`config.mk`:
```
export PLATFORM = sky130hd
export DESIGN_NAME = pfto_port_fault_timers
export DESIGN_NICKNAME = d
export VERILOG_FILES = /design/src/pfto_pkg.sv /design/src/pfto_port_fault_timers.sv
export SDC_FILE = /design/constraint.sdc
export NUM_CORES = 1
export LEC_CHECK = 0
export BUFFER_PORTS_ARGS = -buffer_cell sky130_fd_sc_hd__buf_2
export CAP_MARGIN = 20
export CORE_MARGIN = 5
export CORE_UTILIZATION = 25
export DETAILED_ROUTE_END_ITERATION = 10
export GPL_TIMING_DRIVEN = 0
export PLACE_DENSITY = 0.35
export SYNTH_ARGS = -nofsm -noshare
export SYNTH_HDL_FRONTEND = slang
export SYNTH_SLANG_ARGS = --single-unit
```
`constraint.sdc`:
```
create_clock -name clock_i -period 5.2 [get_ports clock_i]
set_input_delay 0 -clock clock_i [delete_from_list [all_inputs] [get_ports clock_i]]
set_output_delay 0 -clock clock_i [all_outputs]
set_load 0.01 [all_outputs]
```
`src/pfto_pkg.sv`:
```
// Purpose: Shared constants and types for the port fault timer block
// Assumes: 100 MHz clock, 8-bit register port, four ports
// Notes:   Timer unit is one microsecond tick
package pfto_pkg;

	localparam int          NUM_PORTS       = 4;
	localparam int          CLK_MHZ         = 100;
	localparam int          TICK_US         = 1;
	localparam int          TICK_CYCLES     = TICK_US * CLK_MHZ;
	localparam int          TICK_W          = 7;
	localparam int          DOWN_RATIO      = 16;
	localparam int          SC_RELEASE_US   = 100;
	localparam int          SC_W            = 16;
	localparam int          DUR_W           = 20;
	localparam int          OC_W            = 26;

	localparam logic [7:0]  ADDR_FAULT      = 8'h06;
	localparam logic [7:0]  ADDR_FAULT_COR  = 8'h07;
	localparam logic [7:0]  ADDR_TIMING     = 8'h16;
	localparam logic [7:0]  TIMING_RST      = 8'h00;
	localparam logic [7:0]  FAULT_RST       = 8'h00;
	localparam logic [7:0]  TIMING_MASK     = 8'h3F;
	localparam int          DIS_SEL_LSB     = 0;
	localparam int          OC_SEL_LSB      = 2;
	localparam int          START_SEL_LSB   = 4;
	localparam int          FAULT_OC_LSB    = 0;
	localparam int          FAULT_START_LSB = 4;

	localparam logic [1:0]  MODE_SHUTDOWN   = 2'h0;
	localparam logic [1:0]  MODE_MANUAL     = 2'h1;
	localparam logic [1:0]  MODE_SEMIAUTO   = 2'h2;
	localparam logic [1:0]  MODE_AUTO       = 2'h3;

	typedef enum logic [4:0] {
		ST_IDLE     = 5'h01,
		ST_DETECT   = 5'h02,
		ST_STARTUP  = 5'h04,
		ST_POWERED  = 5'h08,
		ST_COOLDOWN = 5'h10
	} pfto_state_t;

	typedef struct packed {
		logic short_circuit;
		logic current_limit;
		logic overcurrent;
		logic power_good;
	} pfto_sense_t;

	typedef struct packed {
		logic       rd;
		logic       wr;
		logic [7:0] addr;
		logic [7:0] wdata;
	} pfto_reg_req_t;

endpackage

```
`src/pfto_port_fault_timers.sv`:
```
// Purpose: Per-port overcurrent, start-up and short-circuit fault timing
// Assumes: Comparator inputs are asynchronous; commands come from same-clock logic
// Notes:   Durations per timing code are parameters; one microsecond timer tick
`timescale 1ns/1ps
module pfto_port_fault_timers #(
	parameter logic [3:0][pfto_pkg::DUR_W-1:0] OC_TIME_US =
		{20'h3A980, 20'h1D4C0, 20'h0EA60, 20'h07530},
	parameter logic [3:0][pfto_pkg::DUR_W-1:0] START_TIME_US =
		{20'h3A980, 20'h1D4C0, 20'h0EA60, 20'h07530},
	parameter int SC_RELEASE_CYCLES = pfto_pkg::SC_RELEASE_US * pfto_pkg::CLK_MHZ
) (
	input  wire logic                                          clock_i,
	input  wire logic                                          nrst_i,
	input  wire pfto_pkg::pfto_sense_t [pfto_pkg::NUM_PORTS-1:0] sense_i,
	input  wire logic [pfto_pkg::NUM_PORTS-1:0][1:0]           port_mode_i,
	input  wire logic [pfto_pkg::NUM_PORTS-1:0]                power_on_cmd_i,
	input  wire logic [pfto_pkg::NUM_PORTS-1:0]                restart_detect_i,
	input  wire logic [pfto_pkg::NUM_PORTS-1:0]                detect_done_i,
	input  wire logic [pfto_pkg::NUM_PORTS-1:0]                detect_good_i,
	input  wire logic [pfto_pkg::NUM_PORTS-1:0]                disconnect_off_i,
	input  wire pfto_pkg::pfto_reg_req_t                       reg_req_i,
	output logic [7:0]                                         reg_rdata_o,
	output logic [1:0]                                         disconnect_time_sel_o,
	output logic [pfto_pkg::NUM_PORTS-1:0]                     gate_on_o,
	output logic [pfto_pkg::NUM_PORTS-1:0]                     gate_pulldown_o,
	output logic [pfto_pkg::NUM_PORTS-1:0]                     detect_req_o,
	output logic [pfto_pkg::NUM_PORTS-1:0]                     disconnect_arm_o,
	output logic [pfto_pkg::NUM_PORTS-1:0]                     oc_count_zero_o
);

	localparam int NP = pfto_pkg::NUM_PORTS;

	pfto_pkg::pfto_sense_t [NP-1:0] sense_meta_r;
	pfto_pkg::pfto_sense_t [NP-1:0] sense_s_r;
	logic [pfto_pkg::TICK_W-1:0]    tick_cnt_r;
	logic                           tick;
	logic [7:0]                     timing_r;
	logic [7:0]                     fault_r;
	logic [7:0]                     fault_nxt;
	logic [7:0]                     rdata_r;
	logic [NP-1:0]                  oc_fault_set;
	logic [NP-1:0]                  st_fault_set;
	logic [1:0]                     oc_sel;
	logic [1:0]                     st_sel;
	logic [pfto_pkg::OC_W-1:0]      oc_full;
	logic [pfto_pkg::OC_W-1:0]      st_full;
	logic [pfto_pkg::DUR_W-1:0]     st_dur;

	// Two-flop synchronisers for comparator pins
	always_ff @(posedge clock_i or negedge nrst_i) begin
		if (!nrst_i) begin
			sense_meta_r <= '0;
			sense_s_r    <= '0;
		end else begin
			sense_meta_r <= sense_i;
			sense_s_r    <= sense_meta_r;
		end
	end

	// Shared microsecond tick
	always_ff @(posedge clock_i or negedge nrst_i) begin
		if (!nrst_i) begin
			tick_cnt_r <= '0;
		end else if (tick) begin
			tick_cnt_r <= '0;
		end else begin
			tick_cnt_r <= tick_cnt_r + 1'b1;
		end
	end
	assign tick = (tick_cnt_r == pfto_pkg::TICK_W'(pfto_pkg::TICK_CYCLES - 1));

	// Timing code decode, shared by all ports
	assign oc_sel  = timing_r[pfto_pkg::OC_SEL_LSB +: 2];
	assign st_sel  = timing_r[pfto_pkg::START_SEL_LSB +: 2];
	assign st_dur  = START_TIME_US[st_sel];
	// Full counts scaled so a count-down step of one is the slow rate
	assign oc_full = pfto_pkg::OC_W'(OC_TIME_US[oc_sel]) *
		pfto_pkg::OC_W'(pfto_pkg::DOWN_RATIO);
	assign st_full = pfto_pkg::OC_W'(st_dur) * pfto_pkg::OC_W'(pfto_pkg::DOWN_RATIO);
	assign disconnect_time_sel_o = timing_r[pfto_pkg::DIS_SEL_LSB +: 2];

	// Timing configuration register
	always_ff @(posedge clock_i or negedge nrst_i) begin
		if (!nrst_i) begin
			timing_r <= pfto_pkg::TIMING_RST;
		end else if (reg_req_i.wr && reg_req_i.addr == pfto_pkg::ADDR_TIMING) begin
			timing_r <= reg_req_i.wdata & pfto_pkg::TIMING_MASK;
		end
	end

	// Fault events; a set in the clearing read's cycle survives it
	always_comb begin
		fault_nxt = fault_r;
		if (reg_req_i.rd && reg_req_i.addr == pfto_pkg::ADDR_FAULT_COR) begin
			fault_nxt = pfto_pkg::FAULT_RST;
		end
		fault_nxt[pfto_pkg::FAULT_OC_LSB +: NP]    =
			fault_nxt[pfto_pkg::FAULT_OC_LSB +: NP] | oc_fault_set;
		fault_nxt[pfto_pkg::FAULT_START_LSB +: NP] =
			fault_nxt[pfto_pkg::FAULT_START_LSB +: NP] | st_fault_set;
	end

	always_ff @(posedge clock_i or negedge nrst_i) begin
		if (!nrst_i) begin
			fault_r <= pfto_pkg::FAULT_RST;
		end else begin
			fault_r <= fault_nxt;
		end
	end

	// Read data held until the next read
	always_ff @(posedge clock_i or negedge nrst_i) begin
		if (!nrst_i) begin
			rdata_r <= '0;
		end else if (reg_req_i.rd) begin
			unique case (reg_req_i.addr)
				pfto_pkg::ADDR_FAULT:     rdata_r <= fault_r;
				pfto_pkg::ADDR_FAULT_COR: rdata_r <= fault_r;
				pfto_pkg::ADDR_TIMING:    rdata_r <= timing_r;
				default:                  rdata_r <= '0;
			endcase
		end
	end
	assign reg_rdata_o = rdata_r;

	genvar p;
	generate
		for (p = 0; p < NP; p++) begin : g_port
			pfto_pkg::pfto_state_t      state_r;
			pfto_pkg::pfto_state_t      state_nxt;
			logic [pfto_pkg::OC_W-1:0]  oc_cnt_r;
			logic [pfto_pkg::DUR_W-1:0] st_cnt_r;
			logic [pfto_pkg::SC_W-1:0]  sc_cnt_r;
			logic                       cl_all_r;
			logic                       gate_r;
			logic                       pd_r;
			logic                       up_cond;
			logic                       in_start;
			logic                       oc_expired;
			logic                       st_expired;
			logic                       st_cl_fault;
			logic                       cmd_ok;
			logic [pfto_pkg::OC_W-1:0]  limit;
			logic [pfto_pkg::OC_W:0]    up_sum;

			assign in_start   = (state_r == pfto_pkg::ST_STARTUP);
			// Overcurrent or high output, including foldback operation
			assign up_cond    = gate_r &&
				(sense_s_r[p].overcurrent || sense_s_r[p].power_good);
			assign limit      = in_start ? st_full : oc_full;
			assign oc_expired = gate_r && (oc_cnt_r >= limit);
			assign st_expired = in_start && tick && (st_cnt_r >= st_dur);
			assign st_cl_fault = st_expired && cl_all_r && sense_s_r[p].current_limit;
			assign up_sum     = {1'b0, oc_cnt_r} +
				(pfto_pkg::OC_W + 1)'(pfto_pkg::DOWN_RATIO);
			// Host power command only honoured once the count is back at zero
			assign cmd_ok     = power_on_cmd_i[p] && (oc_cnt_r == '0) &&
				(port_mode_i[p] == pfto_pkg::MODE_MANUAL ||
				 port_mode_i[p] == pfto_pkg::MODE_SEMIAUTO);

			// Up/down duty-cycle counter
			always_ff @(posedge clock_i or negedge nrst_i) begin
				if (!nrst_i) begin
					oc_cnt_r <= '0;
				end else if (tick) begin
					if (up_cond) begin
						oc_cnt_r <= (up_sum > {1'b0, limit}) ? limit :
							up_sum[pfto_pkg::OC_W-1:0];
					end else if (oc_cnt_r != '0) begin
						oc_cnt_r <= oc_cnt_r - 1'b1;
					end
				end
			end

			// Start-up timer and whole-period current limit tracking
			always_ff @(posedge clock_i or negedge nrst_i) begin
				if (!nrst_i) begin
					st_cnt_r <= '0;
					cl_all_r <= 1'b0;
				end else if (state_r != pfto_pkg::ST_STARTUP &&
						state_nxt == pfto_pkg::ST_STARTUP) begin
					st_cnt_r <= '0;
					cl_all_r <= 1'b1;
				end else if (in_start && tick) begin
					st_cnt_r <= st_cnt_r + 1'b1;
					cl_all_r <= cl_all_r && sense_s_r[p].current_limit;
				end
			end

			always_comb begin
				state_nxt = state_r;
				unique case (state_r)
					pfto_pkg::ST_IDLE: begin
						if (cmd_ok) begin
							state_nxt = pfto_pkg::ST_STARTUP;
						end else if (port_mode_i[p] == pfto_pkg::MODE_MANUAL) begin
							if (restart_detect_i[p]) begin
								state_nxt = pfto_pkg::ST_DETECT;
							end
						end else if (port_mode_i[p] != pfto_pkg::MODE_SHUTDOWN) begin
							state_nxt = pfto_pkg::ST_DETECT;
						end
					end
					pfto_pkg::ST_DETECT: begin
						if (port_mode_i[p] == pfto_pkg::MODE_SHUTDOWN) begin
							state_nxt = pfto_pkg::ST_IDLE;
						end else if (cmd_ok) begin
							state_nxt = pfto_pkg::ST_STARTUP;
						end else if (detect_done_i[p]) begin
							// Detection only starts from idle, whatever the count
							if (port_mode_i[p] == pfto_pkg::MODE_AUTO &&
									detect_good_i[p]) begin
								state_nxt = pfto_pkg::ST_STARTUP;
							end else begin
								state_nxt = pfto_pkg::ST_IDLE;
							end
						end
					end
					pfto_pkg::ST_STARTUP: begin
						if (oc_expired || st_cl_fault) begin
							state_nxt = pfto_pkg::ST_COOLDOWN;
						end else if (disconnect_off_i[p] ||
								port_mode_i[p] == pfto_pkg::MODE_SHUTDOWN) begin
							state_nxt = pfto_pkg::ST_IDLE;
						end else if (st_expired) begin
							state_nxt = pfto_pkg::ST_POWERED;
						end
					end
					pfto_pkg::ST_POWERED: begin
						if (oc_expired) begin
							state_nxt = pfto_pkg::ST_COOLDOWN;
						end else if (disconnect_off_i[p] ||
								port_mode_i[p] == pfto_pkg::MODE_SHUTDOWN) begin
							state_nxt = pfto_pkg::ST_IDLE;
						end
					end
					pfto_pkg::ST_COOLDOWN: begin
						if (oc_cnt_r == '0) begin
							state_nxt = pfto_pkg::ST_IDLE;
						end
					end
					default: begin
						state_nxt = pfto_pkg::ST_IDLE;
					end
				endcase
			end

			always_ff @(posedge clock_i or negedge nrst_i) begin
				if (!nrst_i) begin
					state_r <= pfto_pkg::ST_IDLE;
				end else begin
					state_r <= state_nxt;
				end
			end

			// Fault pulses; start-up period faults are reported as start-up
			assign oc_fault_set[p] = oc_expired && !in_start;
			assign st_fault_set[p] = in_start && (oc_expired || st_cl_fault);

			// Gate enable dropped the same edge the state leaves power
			always_ff @(posedge clock_i or negedge nrst_i) begin
				if (!nrst_i) begin
					gate_r <= 1'b0;
				end else begin
					gate_r <= (state_nxt == pfto_pkg::ST_STARTUP) ||
						(state_nxt == pfto_pkg::ST_POWERED);
				end
			end

			// Short-circuit pulldown, released after a fixed hold
			always_ff @(posedge clock_i or negedge nrst_i) begin
				if (!nrst_i) begin
					sc_cnt_r <= '0;
					pd_r     <= 1'b0;
				end else if (sc_cnt_r == '0 && gate_r && sense_s_r[p].short_circuit) begin
					sc_cnt_r <= pfto_pkg::SC_W'(SC_RELEASE_CYCLES - 1);
					pd_r     <= 1'b1;
				end else if (sc_cnt_r != '0) begin
					sc_cnt_r <= sc_cnt_r - 1'b1;
					pd_r     <= 1'b1;
				end else begin
					pd_r     <= 1'b0;
				end
			end

			assign gate_on_o[p]        = gate_r && !pd_r;
			assign gate_pulldown_o[p]  = pd_r;
			assign detect_req_o[p]     = (state_r == pfto_pkg::ST_DETECT);
			assign disconnect_arm_o[p] = (state_r == pfto_pkg::ST_POWERED);
			assign oc_count_zero_o[p]  = (oc_cnt_r == '0);
		end
	endgenerate

endmodule

```
==> metrics.md <==
| Metric | Value |
|---|---|
| Mapped Cells | a little under 3,000 |
| Total negative setup slack | 0 ns |
| Post-Syn Nets | between 3,000 and 4,000 |
| Hold Crit Class | in -> reg |
| Register area share after synthesis | 34.9% |
| Vias in the first global route | 23,215 |
| Port buffer count | 90 |
| Worst Path Max Fanout | 10 |
| Yosys warnings | 0 |
| Dpl cells | roughly 4,300 |
| Critical Path RT | approximately 5.7 ns |
| Post-synth top flop | dfrtp_1 |
| Synthesized flop and latch total | roughly 340 |
| MaxCap Viol Count | 0 |
| Worst min-delay path startpoint | sense_i[6] |
| Initial Util | 25.3% |
| Number of remaining DRC errors | 0 |
| Largest area contributor in the netlist | dfrtp_1 |
| WL final | 90.0 mm |
| Floorplan core area | 96,900 sq um |
| Post-synth EDFFs | 0 |
| GPL Wtd Cong | 0.840 |
| Final nets | ~3,400 |
| H-tree depth | 2 |
| Clk_lat worst skew | between 0.6 and 0.7 ns |
| WS Path Type | reg -> reg |
| First-pass iteration count of the detailed router | 5 |
| Wire per inst | about 20 um |
| Global-route wire length before repair | 140 mm |
| Synth top area cells | dfrtp_1 (34%), ha_1 (9.9%), o21ai_0 (4.8%), nor2_1 (4.0%), nand2_1 (3.9%) |
| Antenna violations before repair | 4 |
| Fin. max-slew vios | 0 |
| GR Overflow Total | 0 |
| RSZ-0062 raised after global routing | no |
| Largest net degree at the start of global routing | around 100 |
| TritonCTS clock tree | built |
| CTS root buf | clkbuf_16 |
| Die width | 323 um |
| Layout cells sized above 1 | around a tenth |
| Pwr Total | 9.84 mW |
| Place WS | -1.68 ns |
| Synthesized area per cell | between 8 and 9 sq um |
| Worst EP arrival | roughly 5.4 ns |
| Met3 usage in global routing | ~2.1% |
| Iter 0 DRT Violations | between 1,500 and 2,000 |
| Vias | approximately 23,000 |
| R2R Path Start | timing_r[5]$_DFFE_PN0P_ |
| Period minus WS final | just under 5 ns |
| Max IR drop VDD | ~0.00025 V |
| Worst Max-Slew Pin Slew | between 1 and 1.5 ns |
| Final core occ | between 30% and 40% |
| Fmax | around 200 MHz |
| Clk slew on worst S/H paths | approximately 0.06 ns |
| Clk_skew | roughly 0.034 ns |
| M2 GR Usage | approximately 27% |
| Status | finished, final reports clean |
| Die Y-Extent | approximately 320 um |
| Die area | about 100,000 sq um |
| Grt peak-use layer | met2 |
| Setup crit end kind | flop |
| Async SR Flop Fraction | between 90% and 100% |
| Share of the synthesized area in the top cell type | roughly 34% |
| Row Count | between 100 and 150 |
| Final Hold Vio Count | 0 |
| Vias per std cell | approximately 5.2 |
| # setup viols final | 0 |
| Final non-filler cell total | 4,453 |
| DPL Wire Length | 65.5 mm |
| Leak | 13.1 nW |
| ANT nets after route | 0 |
| Worst rel slew slack | a little under a quarter |
| I/O pin cnt | 94 |
| Total GRT Usage | 16.9% |
| GR Util met1 | approximately a quarter |
| Setup ws final | ~0.24 ns |
| Clk sinks | roughly 340 |
| CTS Buffer Depth | 3 |
| CTS Buf Count | between 40 and 50 |
| Synth Cell Area | around 24,000 sq um |
| PD cells | approximately 330 nW/um^2 |
| Startpoint Class | flop |
| Synth cell types | roughly 110 |
| Final period util | 95.3% |
| Area Overhead vs Synth | 20.1% |
| CP startpoint | timing_r[5]$_DFFE_PN0P_ |
timing repair:
item	CTS	global route
buffers inserted	2	4
setup endpoints to repair	116	35
endpoints found under the hold margin	223	0
resized for setup	16	10
hold buffers	87	0
cell usage after synthesis, types with 7 or more instances:
cell type  instances
nand3_1          132
nor2b_1           22
nor4_1            44
a211o_1            8
nor3b_1           15
nor3_1           104
a41oi_1            7
a22oi_1           14
xnor2_1           78
or3_1             62
a221o_1            7
nand4_1           58
nand2_1          255
a21o_1            50
o211ai_1          16
a21oi_1          163
o21ai_0          237
buf_2             29
dfrtp_1          337
inv_1            130
o22ai_1           21
nand2b_1          21
a22o_1             9
ha_1             193
mux2i_1           39
or3b_2             7
and4_1            17
mux2_2            17
o21ai_1           16
nand3b_1          12
o221ai_1          11
or4_1             24
clkbuf_1          86
o31ai_1           30
nor2_1           263
o21a_1            25
a211oi_1          21
xor2_1            57
and2_1             7
and3_1            54
a31oi_1           41
state kept, by name, summed over array words and instances (netlist names), 6 cells and up:
name             count
fault_r              8
g_port.oc_cnt_r    104
g_port.sc_cnt_r     64
g_port.st_cnt_r     80
g_port.state_r      20
reg_rdata_o          8
sense_meta_r        16
sense_s_r           16
tick_cnt_r           7
timing_r             6
power breakdown:
| part | internal (mW) | switching, mW |
|---|---|---|
| sequential | 3.25 | 0.690 |
| clock | 2.15 | 1.39 |
| combinational | 1.04 | 1.31 |
| total | 6.44 | 3.39 |
per-layer routing:
layer,vias to the layer above,wire [um]
met1,11318,43200
met2,566,40400
met5,-,0
met4,0,2520
met3,129,3880
li1,11144,-
area by class of cell:
cell class                 count  area [sq um]
antenna                        1          2.50
buffer                       128           557
clock buffer                  73          1470
clock inverter                17           229
fill                       10248         67500
inverter                     133           515
multi-input combinational   2292         14900
sequential                   341          8540
tap                         1276          1600
timing repair buffer         192          1530
per-stage QoR:
step | area, sq um | hold WS, ns
2_1_floorplan | 24500 | -0.296
3_3_place_gp | 26500 | 0.109
3_5_place_dp | 26700 | 0.0271
4_1_cts | 29300 | 0.00571
5_1_grt | 29400 | 0.0448
6_report | 29400 | 0.0534
cell usage in the layout (no fill, tap or decap), types with 22 or more instances in the layout:
cell,instances
nor2_1,262
nor3_1,103
a21o_1,50
and3_1,54
or4_1,24
nor2b_1,22
o31ai_1,30
xnor2_1,78
o21ai_0,234
inv_1,127
o21a_1,25
nand4_1,58
dlygate4sd3_1,86
a21oi_1,163
clkbuf_16,50
ha_1,190
nor4_1,43
nand2_1,255
a31oi_1,41
xor2_1,57
clkbuf_1,94
nand3_1,132
dfrtp_1,334
mux2i_1,37
or3_1,62
buf_2,118
cells by family after synthesis:
kind of cell               count (synthesis)  synth area share (%)
DFF                                      341                  34.9
buffers and inverters                    261                  4.32
AOI/OAI and AO/OA                        761                  19.6
adders and majority gates                197                  10.0
xor gates and xnor gates                 135                  4.83
muxes                                     58                  2.48
and+or+nand+nor                         1141                  23.8
critical path: stages, from the launching register on:
cell        delay [ns]
dfrtp_2           0.55
buf_4             0.32
clkinvlp_4        0.21
ha_4              0.44
clkinvlp_4        0.16
or4_1             0.60
nand2_2           0.18
inv_1             0.16
ha_1              0.33
o21a_1            0.12
o21a_1            0.12
o221ai_1          0.11
and3_1            0.19
o211a_1           0.34
nor2_4            0.32
buf_4             0.29
mux2i_1           0.23
o21ai_0           0.11
final timing paths:
| check | end | slack [ns] | cells after the start |
|---|---|---|---|
| min | sense_meta_r[6]$_DFF_PN0_ | 0.05 | 2 |
| max reg2reg | g_port[3].oc_cnt_r[12]$_DFFE_PN0P_ | 0.24 | 17 |
| max | g_port[3].oc_cnt_r[12]$_DFFE_PN0P_ | 0.24 | 17 |
| min reg2reg | sense_s_r[2]$_DFF_PN0_ | 0.35 | 0 |
| max in group asynchronous | g_port[1].oc_cnt_r[7]$_DFFE_PN0P_ | 3.04 | 6 |
| min in group asynchronous | g_port[1].st_cnt_r[0]$_DFFE_PN0P_ | 0.44 | 3 |
No activity file was read; power rests on OpenSTA's default activity.
